[config.mk]
export PLATFORM = sky130hd
export DESIGN_NAME = irq_router
export DESIGN_NICKNAME = d
export VERILOG_FILES = /design/src/inc/irq_route_pkg.sv /design/src/core/io_addr_decode.sv /design/src/core/irq_router.sv
export SDC_FILE = /design/constraint.sdc
export NUM_CORES = 1
export LEC_CHECK = 0
export ABC_AREA = 0
export ABC_CLOCK_PERIOD_IN_PS = 1660
export BUFFER_PORTS_ARGS = -buffer_cell sky130_fd_sc_hd__buf_2
export CAP_MARGIN = 40
export CORE_MARGIN = 4
export CORE_UTILIZATION = 35
export CTS_CLUSTER_SIZE = 24
export DETAILED_ROUTE_END_ITERATION = 8
export HOLD_SLACK_MARGIN = 0.12
export SLEW_MARGIN = 20
export SYNTH_ARGS = -nofsm -noshare
export SYNTH_HDL_FRONTEND = slang
export SYNTH_HIERARCHICAL = 1
export SYNTH_SLANG_ARGS = --single-unit
[constraint.sdc]
create_clock -name clk -period 1.66 [get_ports clk]
set_input_delay 0.166 -clock clk [delete_from_list [all_inputs] [get_ports clk]]
set_output_delay 0.166 -clock clk [all_outputs]
set_load 0.005 [all_outputs]
[src/inc/irq_route_pkg.sv]
// constants for interrupt routing and io address decode
package irq_route_pkg;
  // system-event routing select
  localparam logic [1:0] EVT_TO_NMI = 2'h0;
  localparam logic [1:0] EVT_TO_IRQ7 = 2'h1;
  localparam logic [1:0] EVT_TO_IRQ15 = 2'h2;
  localparam logic [1:0] EVT_TO_NONE = 2'h3;
  // nmi source select
  localparam logic [1:0] NMI_FROM_WDOG = 2'h0;
  localparam logic [1:0] NMI_FROM_EVT = 2'h1;
  localparam logic [1:0] NMI_FROM_CHK = 2'h2;
  // io decode destinations
  localparam logic [1:0] DEST_NONE = 2'h0;
  localparam logic [1:0] DEST_ONBOARD = 2'h1;
  localparam logic [1:0] DEST_EXTBUS = 2'h2;
  // irq and drq line positions, decode sizes
  localparam int IRQ_LPT = 5;
  localparam int IRQ_USB_DEF = 6;
  localparam int IRQ_SEVT_A = 7;
  localparam int IRQ_RTC = 8;
  localparam int IRQ_MOUSE = 12;
  localparam int IRQ_IDE = 14;
  localparam int IRQ_SEVT_B = 15;
  localparam int DRQ_LPT = 1;
  localparam int DRQ_UNUSED = 0;
  localparam int ADDR_W = 16;
  localparam int NUM_RANGES = 28;
  // decode table: lo, hi, destination
  localparam logic [NUM_RANGES*34-1:0] RANGE_TAB = {
    16'h0000, 16'h001F, DEST_ONBOARD,
    16'h0020, 16'h0021, DEST_ONBOARD,
    16'h0022, 16'h0023, DEST_ONBOARD,
    16'h0024, 16'h002D, DEST_EXTBUS,
    16'h002E, 16'h002F, DEST_NONE,
    16'h0030, 16'h003F, DEST_EXTBUS,
    16'h0040, 16'h0043, DEST_ONBOARD,
    16'h0044, 16'h0047, DEST_EXTBUS,
    16'h0048, 16'h004B, DEST_NONE,
    16'h004E, 16'h005F, DEST_EXTBUS,
    16'h0060, 16'h0064, DEST_ONBOARD,
    16'h0065, 16'h0065, DEST_ONBOARD,
    16'h0066, 16'h0066, DEST_EXTBUS,
    16'h0067, 16'h006D, DEST_ONBOARD,
    16'h006E, 16'h006F, DEST_EXTBUS,
    16'h0070, 16'h007F, DEST_ONBOARD,
    16'h0080, 16'h009F, DEST_ONBOARD,
    16'h00A0, 16'h00B1, DEST_ONBOARD,
    16'h00B2, 16'h00BF, DEST_EXTBUS,
    16'h00C0, 16'h00DF, DEST_ONBOARD,
    16'h00E0, 16'h01EF, DEST_EXTBUS,
    16'h01F0, 16'h01F8, DEST_ONBOARD,
    16'h01F9, 16'h0277, DEST_EXTBUS,
    16'h04D0, 16'h04D1, DEST_NONE,
    16'h0778, 16'h077F, DEST_NONE,
    16'hEE00, 16'hEF3F, DEST_NONE,
    16'hFC00, 16'hFC0D, DEST_NONE,
    16'hFFF0, 16'hFFFF, DEST_NONE
  };
endpackage

[src/core/io_addr_decode.sv]
// io address decoder: one destination per address
`timescale 1ns/10ps
module io_addr_decode (
  // address in
  input wire logic [15:0] ioAddr,
  // one-hot destination
  output logic hitOnboard,
  output logic hitExtBus,
  output logic hitNone
);
  logic [1:0] dest;
  logic found;
  always_comb begin
    dest = irq_route_pkg::DEST_EXTBUS;
    found = 1'b0;
    for (int i = 0; i < irq_route_pkg::NUM_RANGES; i++) begin
      if (!found
          && ioAddr >= irq_route_pkg::RANGE_TAB[(irq_route_pkg::NUM_RANGES-1-i)*34+18 +: 16]
          && ioAddr <= irq_route_pkg::RANGE_TAB[(irq_route_pkg::NUM_RANGES-1-i)*34+2 +: 16]) begin
        dest = irq_route_pkg::RANGE_TAB[(irq_route_pkg::NUM_RANGES-1-i)*34 +: 2];
        found = 1'b1;
      end
    end
    hitOnboard = (dest == irq_route_pkg::DEST_ONBOARD);
    hitExtBus = (dest == irq_route_pkg::DEST_EXTBUS);
    hitNone = (dest == irq_route_pkg::DEST_NONE);
  end
endmodule

[src/core/irq_router.sv]
// interrupt, dma request routing and io decode glue
`timescale 1ns/10ps
// Contract
// - system event is OR of three sources
// - power-fail flag feeds system event
// - system event routed to NMI, IRQ7 or IRQ15
// - USB on IRQ6, IRQ5 if LPT off
// - IRQ12 alternatives only without PS/2 mouse
// - ISA channel check may drive NMI
// - RTC alone on IRQ8
// - IDE on IRQ14, ISA alternative
// - DRQ1 LPT or ISA, others ISA, DRQ0 and DRQ4 unused
// - unclaimed gap ranges forwarded to ISA
// - reserved ranges neither answered nor forwarded
module irq_router (
  // clock and reset
  input wire logic clk,
  input wire logic rst,
  // event sources from pins
  input wire logic powerFailIn,
  input wire logic extWdogIn,
  input wire logic optoIn,
  input wire logic intWdogIn,
  input wire logic chanCheckIn,
  // onboard interrupt sources
  input wire logic [15:0] boardIrqIn,
  input wire logic usbIrqIn,
  // external isa lines
  input wire logic [15:0] isaIrqIn,
  input wire logic [7:0] isaDrqIn,
  input wire logic lptDrqIn,
  // configuration
  input wire logic [1:0] evtRouteSel,
  input wire logic [1:0] nmiSrcSel,
  input wire logic lptEnable,
  input wire logic mouseEnable,
  input wire logic [15:0] altSelect,
  // io address in
  input wire logic [15:0] ioAddr,
  // outputs to host
  output logic nmiOut,
  output logic [15:0] irqOut,
  output logic [7:0] drqOut,
  output logic sysEventOut,
  output logic ioOnboard,
  output logic ioExtBus,
  output logic ioNone
);
  // pin synchronisers
  logic [5:0] pinMeta_q, pinSync_q;
  logic [15:0] isaIrqMeta_q, isaIrqSync_q;
  logic [7:0] isaDrqMeta_q, isaDrqSync_q;
  logic pinPfail, pinExtWd, pinOpto, pinIntWd, pinChk, pinLptDrq;
  always_ff @(posedge clk) begin
    if (rst) begin
      pinMeta_q <= 6'h00;
      pinSync_q <= 6'h00;
      isaIrqMeta_q <= 16'h0000;
      isaIrqSync_q <= 16'h0000;
      isaDrqMeta_q <= 8'h00;
      isaDrqSync_q <= 8'h00;
    end else begin
      pinMeta_q <= {lptDrqIn, chanCheckIn, intWdogIn, optoIn, extWdogIn, powerFailIn};
      pinSync_q <= pinMeta_q;
      isaIrqMeta_q <= isaIrqIn;
      isaIrqSync_q <= isaIrqMeta_q;
      isaDrqMeta_q <= isaDrqIn;
      isaDrqSync_q <= isaDrqMeta_q;
    end
  end
  assign {pinLptDrq, pinChk, pinIntWd, pinOpto, pinExtWd, pinPfail} = pinSync_q;

  // routing
  logic sysEvent;
  logic nmi_d, nmi_q;
  logic [15:0] irq_d, irq_q;
  logic [7:0] drq_d, drq_q;
  logic sevt_q;
  logic usbLine;
  always_comb begin
    sysEvent = pinPfail | pinExtWd | pinOpto;
    irq_d = 16'h0000;
    for (int i = 0; i < 16; i++) begin
      irq_d[i] = altSelect[i] ? isaIrqSync_q[i] : boardIrqIn[i];
    end
    usbLine = 1'b0;
    // usb lands on 6, or on 5 when the parallel port is off
    if (lptEnable) begin
      irq_d[irq_route_pkg::IRQ_USB_DEF] = usbIrqIn
        | (altSelect[irq_route_pkg::IRQ_USB_DEF] & isaIrqSync_q[irq_route_pkg::IRQ_USB_DEF]);
    end else begin
      irq_d[irq_route_pkg::IRQ_LPT] = usbIrqIn
        | (altSelect[irq_route_pkg::IRQ_LPT] & isaIrqSync_q[irq_route_pkg::IRQ_LPT]);
      usbLine = 1'b1;
    end
    // mouse line opens to alternatives only with mouse support off
    if (mouseEnable) begin
      irq_d[irq_route_pkg::IRQ_MOUSE] = boardIrqIn[irq_route_pkg::IRQ_MOUSE];
    end else begin
      irq_d[irq_route_pkg::IRQ_MOUSE] = altSelect[irq_route_pkg::IRQ_MOUSE]
        ? isaIrqSync_q[irq_route_pkg::IRQ_MOUSE] : usbIrqIn & ~usbLine;
    end
    irq_d[irq_route_pkg::IRQ_RTC] = boardIrqIn[irq_route_pkg::IRQ_RTC];
    irq_d[irq_route_pkg::IRQ_IDE] = altSelect[irq_route_pkg::IRQ_IDE]
      ? isaIrqSync_q[irq_route_pkg::IRQ_IDE] : boardIrqIn[irq_route_pkg::IRQ_IDE];
    nmi_d = 1'b0;
    case (evtRouteSel)
      irq_route_pkg::EVT_TO_NMI: nmi_d = sysEvent;
      irq_route_pkg::EVT_TO_IRQ7: irq_d[irq_route_pkg::IRQ_SEVT_A] = sysEvent;
      irq_route_pkg::EVT_TO_IRQ15: irq_d[irq_route_pkg::IRQ_SEVT_B] = sysEvent;
      default: ;
    endcase
    case (nmiSrcSel)
      irq_route_pkg::NMI_FROM_WDOG: nmi_d = nmi_d | pinIntWd;
      irq_route_pkg::NMI_FROM_CHK: nmi_d = nmi_d | pinChk;
      default: ;
    endcase
    drq_d = isaDrqSync_q;
    drq_d[irq_route_pkg::DRQ_UNUSED] = 1'b0;
    drq_d[4] = 1'b0;
    drq_d[irq_route_pkg::DRQ_LPT] = lptEnable ? pinLptDrq
      : isaDrqSync_q[irq_route_pkg::DRQ_LPT];
  end

  // io decode
  logic decOn, decExt, decNone;
  logic ioOn_q, ioExt_q, ioNone_q;
  io_addr_decode uDecode (
    .ioAddr(ioAddr),
    .hitOnboard(decOn),
    .hitExtBus(decExt),
    .hitNone(decNone)
  );

  always_ff @(posedge clk) begin
    if (rst) begin
      nmi_q <= 1'b0;
      irq_q <= 16'h0000;
      drq_q <= 8'h00;
      sevt_q <= 1'b0;
      ioOn_q <= 1'b0;
      ioExt_q <= 1'b0;
      ioNone_q <= 1'b1;
    end else begin
      nmi_q <= nmi_d;
      irq_q <= irq_d;
      drq_q <= drq_d;
      sevt_q <= sysEvent;
      ioOn_q <= decOn;
      ioExt_q <= decExt;
      ioNone_q <= decNone;
    end
  end
  assign nmiOut = nmi_q;
  assign irqOut = irq_q;
  assign drqOut = drq_q;
  assign sysEventOut = sevt_q;
  assign ioOnboard = ioOn_q;
  assign ioExtBus = ioExt_q;
  assign ioNone = ioNone_q;

  // checks
  a_decode_onehot: assert property (@(posedge clk) disable iff (rst)
    $onehot({ioOnboard, ioExtBus, ioNone})) else $error("io decode not one-hot");
  a_gap_forward: assert property (@(posedge clk) disable iff (rst)
    (ioAddr >= 16'h0024 && ioAddr <= 16'h002D) |=> ioExtBus)
    else $error("gap not forwarded");
  a_reserved_silent: assert property (@(posedge clk) disable iff (rst)
    (ioAddr >= 16'h002E && ioAddr <= 16'h002F) |=> ioNone && !ioExtBus)
    else $error("reserved range answered");
  a_event_or: assert property (@(posedge clk) disable iff (rst)
    (pinPfail || pinExtWd || pinOpto) |=> sysEventOut)
    else $error("system event missing");
  a_pfail_event: assert property (@(posedge clk) disable iff (rst)
    pinPfail |=> sysEventOut) else $error("power fail lost");
  a_event_irq15: assert property (@(posedge clk) disable iff (rst)
    (evtRouteSel == irq_route_pkg::EVT_TO_IRQ15) |=> irqOut[15] == $past(sysEvent))
    else $error("event not on irq15");
  a_usb_irq5: assert property (@(posedge clk) disable iff (rst)
    (!lptEnable && usbIrqIn) |=> irqOut[5]) else $error("usb not on irq5");
  a_mouse_only: assert property (@(posedge clk) disable iff (rst)
    mouseEnable |=> irqOut[12] == $past(boardIrqIn[12]))
    else $error("irq12 alternative with mouse on");
  a_chk_nmi: assert property (@(posedge clk) disable iff (rst)
    (nmiSrcSel == irq_route_pkg::NMI_FROM_CHK && pinChk) |=> nmiOut)
    else $error("channel check not on nmi");
  a_rtc_only: assert property (@(posedge clk) disable iff (rst)
    ##1 irqOut[8] == $past(boardIrqIn[8])) else $error("irq8 not rtc");
  a_ide_default: assert property (@(posedge clk) disable iff (rst)
    !altSelect[14] |=> irqOut[14] == $past(boardIrqIn[14]))
    else $error("irq14 not ide");
  a_drq0_idle: assert property (@(posedge clk) disable iff (rst)
    !drqOut[0]) else $error("drq0 driven");
  a_drq4_idle: assert property (@(posedge clk) disable iff (rst)
    !drqOut[4]) else $error("drq4 driven");
  a_wdog_nmi: assert property (@(posedge clk) disable iff (rst)
    (nmiSrcSel == irq_route_pkg::NMI_FROM_WDOG && pinIntWd) |=> nmiOut)
    else $error("watchdog not on nmi");
  a_usb_irq6: assert property (@(posedge clk) disable iff (rst)
    (lptEnable && usbIrqIn) |=> irqOut[6]) else $error("usb not on irq6");
endmodule

# Word level (Yosys, flattened, before mapping)
# Cells that the tools add are included.
dict set report op_classes {
  magnitude_cmp 56
  n_reduce_logical 85
  mux 78
  bitwise_logic 9
  eq_ne 5
}
# operator count
set ops {}
lappend ops {{16-bit by 7-bit greater-or-equal comparator with 1-bit output (second input constant)} 10}
lappend ops {{16-bit by 7-bit <= comparator with 1-bit output (second input constant)} 10}
lappend ops {{16-bit by 6-bit greater-or-equal comparator with 1-bit output (second input constant)} 5}
lappend ops {{16-bit by 8-bit greater-or-equal comparator with 1-bit output (second input constant)} 5}
lappend ops {{16-bit by 6-bit <= comparator with 1-bit output (second input constant)} 5}
lappend ops {{16-bit by 8-bit <= comparator with 1-bit output (second input constant)} 4}
lappend ops {{2-bit two-way mux} 28}
lappend ops {{1-bit logical AND} 55}
lappend ops {{1-bit two-way mux} 49}
lappend ops {{16-bit greater-or-equal comparator (second input constant)} 3}
lappend ops {{16-bit <= comparator (second input constant)} 3}
lappend ops {{16-bit by 11-bit greater-or-equal comparator with 1-bit output (second input constant)} 2}
lappend ops {{16-bit by 9-bit greater-or-equal comparator with 1-bit output (second input constant)} 2}
lappend ops {{16-bit by 11-bit <= comparator with 1-bit output (second input constant)} 2}
lappend ops {{16-bit by 9-bit <= comparator with 1-bit output (second input constant)} 2}
lappend ops {{1-bit zero test} 27}
lappend ops {{16-bit by 1-bit greater-or-equal comparator with 1-bit output (second input constant)} 1}
lappend ops {{16-bit by 10-bit <= comparator with 1-bit output (second input constant)} 1}
lappend ops {{16-bit by 5-bit <= comparator with 1-bit output (second input constant)} 1}
lappend ops {{2-bit equality test (second input constant)} 3}
lappend ops {{2-bit zero test} 3}
lappend ops {{1-bit OR} 6}
lappend ops {{2-bit by 1-bit equality test with 1-bit output (second input constant)} 2}
lappend ops {{1-bit bitwise AND} 3}
lappend ops {{1-bit one-hot mux with 2 select lines} 1}
dict set report totals {
  reg_bits 89
  in_bits 87
  word_cells 247
}

# Depth between registers and ports, before layout
dict set report depth {
  depth_word 112
  mapped_depth 6
  mapped_depth_nobuf 6
}

# By module
# The synthesis kept the hierarchy.
# mod n_inst seq_area_each_um2 area_per_inst_um2 cells_each
set by_module_without_submodules {}
lappend by_module_without_submodules {irq_router 1 1621.6 2409.8 202}
lappend by_module_without_submodules {io_addr_decode 1 0.0 302.8 48}

# Worst setup path before layout
# No wires, ideal clock.
dict set report synth_timing {
  kind {input to register}
  start {input ioAddr[15]}
  end {register ioExt_q (netlist: ioExtBus)}
  required_time_ps 1542
  setup_ps 118
  setup_slack_ps 160
  stages 6
  path_buffers 0
  arrival_ps 1382
  cell_sequence {or4_4 > nor3_4 > nand4_1 > nand3_2 > and4b_1 > nor2b_1}
}
dict set report synth_via {
  elab_chain_len 112
  elab_cells_between_ends 194
  classes_between {56 x order compare; 1 x eq/ne; 55 x mux; 82 x reduce/logical}
}
# item line
set synth_lines {}
lappend synth_lines {{from (decl)} irq_router.sv:39} ;# input wire logic [15:0] ioAddr,
lappend synth_lines {{16-bit by 1-bit greater-or-equal comparator with 1-bit output / 16-bit by 5-bit <= comparator with 1-bit output (equally long branches)} {io_addr_decode.sv:18, io_addr_decode.sv:19}}
lappend synth_lines {{1-bit logical AND} io_addr_decode.sv:19} ;# && ioAddr <= irq_route_pkg::RANGE_TAB[(irq_route_pkg::NUM_RANGES-1-i)*34+2 +: 16]) begin
lappend synth_lines {{1-bit two-way mux} io_addr_decode.sv:17} ;# if (!found
lappend synth_lines {{1-bit zero test} io_addr_decode.sv:17}
lappend synth_lines {{1-bit logical AND} io_addr_decode.sv:18} ;# && ioAddr >= irq_route_pkg::RANGE_TAB[(irq_route_pkg::NUM_RANGES-1-i)*34+18 +: 16]
lappend synth_lines {{1-bit logical AND} io_addr_decode.sv:19}
lappend synth_lines {{1-bit two-way mux} io_addr_decode.sv:17}
lappend synth_lines {{1-bit zero test} io_addr_decode.sv:17}
lappend synth_lines {{(+97 left out)} --}
lappend synth_lines {{1-bit logical AND} io_addr_decode.sv:19}
lappend synth_lines {{1-bit two-way mux} io_addr_decode.sv:17}
lappend synth_lines {{1-bit zero test} io_addr_decode.sv:17}
lappend synth_lines {{1-bit logical AND} io_addr_decode.sv:18}
lappend synth_lines {{1-bit logical AND} io_addr_decode.sv:19}
lappend synth_lines {{2-bit two-way mux (*)} io_addr_decode.sv:17}
lappend synth_lines {{2-bit equality test (*)} io_addr_decode.sv:25} ;# hitExtBus = (dest == irq_route_pkg::DEST_EXTBUS);
lappend synth_lines {{net decExt} irq_router.sv:126} ;# logic decOn, decExt, decNone;
lappend synth_lines {{to (signal assigned)} irq_router.sv:150} ;# ioExt_q <= decExt;
lappend synth_lines {{to (decl)} irq_router.sv:127} ;# logic ioOn_q, ioExt_q, ioNone_q;
# The timed path passes the listed nets; every way through them passes the cells marked *.
# A chain may end at the register's enable or synchronous reset.

# Final worst setup path
dict set report layout_timing {
  start {input altSelect[6]}
  end {register irq_q[6] (netlist: irqOut[6])}
}
dict set report layout_via {
  elab_chain_len 3
  elab_cells_between_ends 4
  classes_between {2 x mux; 2 x bitwise}
}
# item line
set layout_lines {}
lappend layout_lines {{from (decl)} irq_router.sv:37} ;# input wire logic [15:0] altSelect,
lappend layout_lines {{1-bit bitwise AND} irq_router.sv:90} ;# | (altSelect[irq_route_pkg::IRQ_USB_DEF] & isaIrqSync_q[irq_route_pkg::IRQ_USB_DEF]);
lappend layout_lines {{1-bit OR} irq_router.sv:90}
lappend layout_lines {{1-bit two-way mux (*)} irq_router.sv:88} ;# if (lptEnable) begin
lappend layout_lines {{to (signal assigned)} irq_router.sv:146} ;# irq_q <= irq_d;
lappend layout_lines {{to (decl)} irq_router.sv:76} ;# logic [15:0] irq_d, irq_q;
# Every way passes the cells marked *; elsewhere a longest branch is shown, timed or not.

==> impl_metrics.json <==
{
  "final_hold_slack_ps": 151,
  "worst-r2r-cell-count": 3,
  "fill_cells": 657,
  "cts_sinks": 81,
  "yosys.area.top_type_share": 0.598,
  "drt.antenna.violating_nets": 0,
  "cp_data_required_time_ps": 1900,
  "number_of_port_buffers": 109,
  "starting_density_of_the_core": 0.366,
  "die-area_um2": 9220,
  "worst_setup_path_startpoint": "altSelect[6]",
  "yosysSeqAreaShare": 0.598,
  "finalSetupViolations": 0,
  "mostFrequentLayoutCell": "sky130_fd_sc_hd__buf_2",
  "place_congestion": 0.815,
  "final_cells": 527,
  "clkSlewWorstSetupHoldPaths_ps": 80,
  "timing.max_cap.violations": 0,
  "crit_path_max_fanout": 2,
  "chipWidth_um": 96.0,
  "leakage_component_of_the_power_uw": 0.00189,
  "final_hold_violation_count": 0,
  "holdPathEnd": "irqOut[7]",
  "outcome": "completed",
  "timing.critical_path.arrival_ps": 1700,
  "ys_warn_count": 6,
  "synthToLayoutAreaGrowth_pct": 52.7,
  "worst_setup_path_start_kind": "primary input",
  "cts_root_buf": "sky130_fd_sc_hd__clkbuf_8",
  "multi_input_gate_area_um2": 1000,
  "die_h_um": 96.0,
  "min-delay-path-class": "in2reg",
  "synth-main-ff-cell": "sky130_fd_sc_hd__dfxtp_1",
  "antenna_violations_before_repair": 0,
  "setup.reg_to_reg.worst_slack_ps": 310,
  "post_cts_buffers": 0,
  "max_freq_ghz": 0.684,
  "cts-buffers-inserted": 9,
  "gr-usage-all-layers": 0.138,
  "post_drt_wl_per_cell_um": 11.7,
  "grt_pass1_vias": 2220,
  "final_core_util": 0.559,
  "place_hpwl_um": 4160,
  "yosysUniqueCellTypes": 36,
  "placementRows": 31,
  "power.density_nw_per_um2": 950,
  "post_drt_via_cell_ratio": 4.35,
  "final_count_of_pins_violating_max_slew": 0,
  "drt-pass1-iter-count": 4,
  "drive_gt1_frac": 0.315,
  "regArea_um2": 1620,
  "critical_path_class": "in2reg",
  "synth_seq_cells": 81,
  "antennaDiodeCount": 0,
  "synthCells": 250,
  "post_synth_edffs": 0,
  "worstSetupEndpointType": "register",
  "fin_worst_skew_ps": 7.65,
  "placed_cells_incl_taps": 454,
  "grt_pass1_wl_um": 9730,
  "synthArstFlopShare": 0,
  "synthTopCellsByArea": "sky130_fd_sc_hd__dfxtp_1 (60%), sky130_fd_sc_hd__nor2b_1 (15%), sky130_fd_sc_hd__mux2i_1 (5.2%)",
  "fin_nets": 510,
  "worst_ir_drop_vdd_mv": 0.544,
  "io-pin-count": 116,
  "drt_iter0_drc": 36,
  "mostFrequentLayoutCells": "sky130_fd_sc_hd__buf_2 (109), sky130_fd_sc_hd__dfxtp_1 (81), sky130_fd_sc_hd__nor2b_1 (64)",
  "r2r_start": "pinSync_q[1]",
  "hold_path_depth": 3,
  "globalRouteOverflowTotal": 0,
  "post-synth-top-area-cell": "sky130_fd_sc_hd__dfxtp_1",
  "worst_hold_startpoint": "evtRouteSel[1]",
  "final_min_period_over_clock_period": 0.881,
  "syn_area_um2": 2710,
  "route.final.wire_length_um": 6190,
  "avgSynthCellArea_um2": 10.9,
  "rsz0062_at_grt": "false",
  "fin_crit_ps": 1460,
  "timing.rr.end": "nmiOut",
  "cts_tree": "done",
  "fp.coreArea_um2": 7410,
  "drc": 0,
  "worst_skew_pair.late_latency_ps": 340,
  "cts-htree-levels": 3,
  "grt_max_degree": 27,
  "clockBufferDepth": 2,
  "dr_total_vias": 2293
}
==> stage by stage <==
stage                     setup WS [ps]  area, um^2  power (uW)  TNS (ps)
after floorplan                     160        2720        2250         0
after global placement            -9.42        3360        2420     -9.42
after detailed placement          -25.8        3360        2430     -25.8
after CTS                           226        4140        3970         0
after global routing                209        4140        4120         0
final                               198        4140        3940         0
==> worst max-delay path, cell delays in order <==
cell	delay [ps]
sky130_fd_sc_hd__dlygate4sd3_1	540
sky130_fd_sc_hd__buf_2	130
sky130_fd_sc_hd__a221oi_1	260
sky130_fd_sc_hd__dlygate4sd3_1	580
sky130_fd_sc_hd__nor2_1	40
==> metal layers <==
layer | GRT usage | up-vias | wire length, um
met1 | 0.159 | 1019 | 2630
met3 | 0.0453 | 13 | 563
met2 | 0.229 | 84 | 2850
li1 | - | 1177 | -
met4 | 0.0711 | 0 | 145
met5 | 0 | - | 0
==> flip-flops by register name, summed over array words and instances, names as in the netlist <==
register and cells:
isaIrqMeta_q 15, drqOut 6, pinMeta_q 6, isaIrqSync_q 15, isaDrqSync_q 6, nmiOut 1, ioOnboard 1, irqOut 16
isaDrqMeta_q 6, ioNone 1, pinSync_q 6, ioExtBus 1, sysEventOut 1
==> worst max path at each step <==
stage / endpoint / slack, ps
after floorplan: ioExtBus / 160
after global placement: ioExtBus / -9
after detailed placement: ioExtBus / -30
after CTS: irqOut[6] / 230
after global routing: irqOut[6] / 210
final: irqOut[6] / 200
==> final cells by class <==
class / count / area share
Inverter: 3 / 0.00272
Multi-Input combinational cell: 156 / 0.243
Tap cell: 99 / 0.0299
Clock buffer: 12 / 0.0375
Sequential cell: 81 / 0.392
Timing Repair Buffer: 172 / 0.283
Clock inverter: 4 / 0.0124
==> synthesized netlist by cell type (2+ instances only) <==
cell                        n
sky130_fd_sc_hd__nand4b_1   2
sky130_fd_sc_hd__nand4_1    4
sky130_fd_sc_hd__a21oi_1    5
sky130_fd_sc_hd__nor3_1     4
sky130_fd_sc_hd__mux2i_1   14
sky130_fd_sc_hd__nor4_1     2
sky130_fd_sc_hd__a221oi_1   2
sky130_fd_sc_hd__buf_6      3
sky130_fd_sc_hd__or3_1      4
sky130_fd_sc_hd__buf_2      6
sky130_fd_sc_hd__nand3b_1   3
sky130_fd_sc_hd__nand3_1    5
sky130_fd_sc_hd__nor2_1    18
sky130_fd_sc_hd__and4_1     2
sky130_fd_sc_hd__dfxtp_1   81
sky130_fd_sc_hd__nand2b_1   3
sky130_fd_sc_hd__buf_4      2
sky130_fd_sc_hd__o21ai_0    6
sky130_fd_sc_hd__a21o_1     2
sky130_fd_sc_hd__nor2b_1   64
sky130_fd_sc_hd__inv_1      3
==> cells by family after synthesis <==
kind of cell | after synthesis | synth area share
DFF | 81 | 0.598
and+or+nand+nor | 120 | 0.269
muxes | 14 | 0.0517
other | 1 | 0.00138
buffers and inverters | 14 | 0.0332
AOI/OAI and AO/OA | 20 | 0.0466
==> timing repair <==
action,4_1_cts,5_1_grt
resized for setup,0,0
hold endpoints to repair,42,0
hold buffers,57,0
==> power by group <==
group | switching [uW] | internal (uW)
sequential | 19.9 | 2030
clock | 664 | 778
combinational | 170 | 271
total | 854 | 3080
Power figures use the tool's default switching activity.
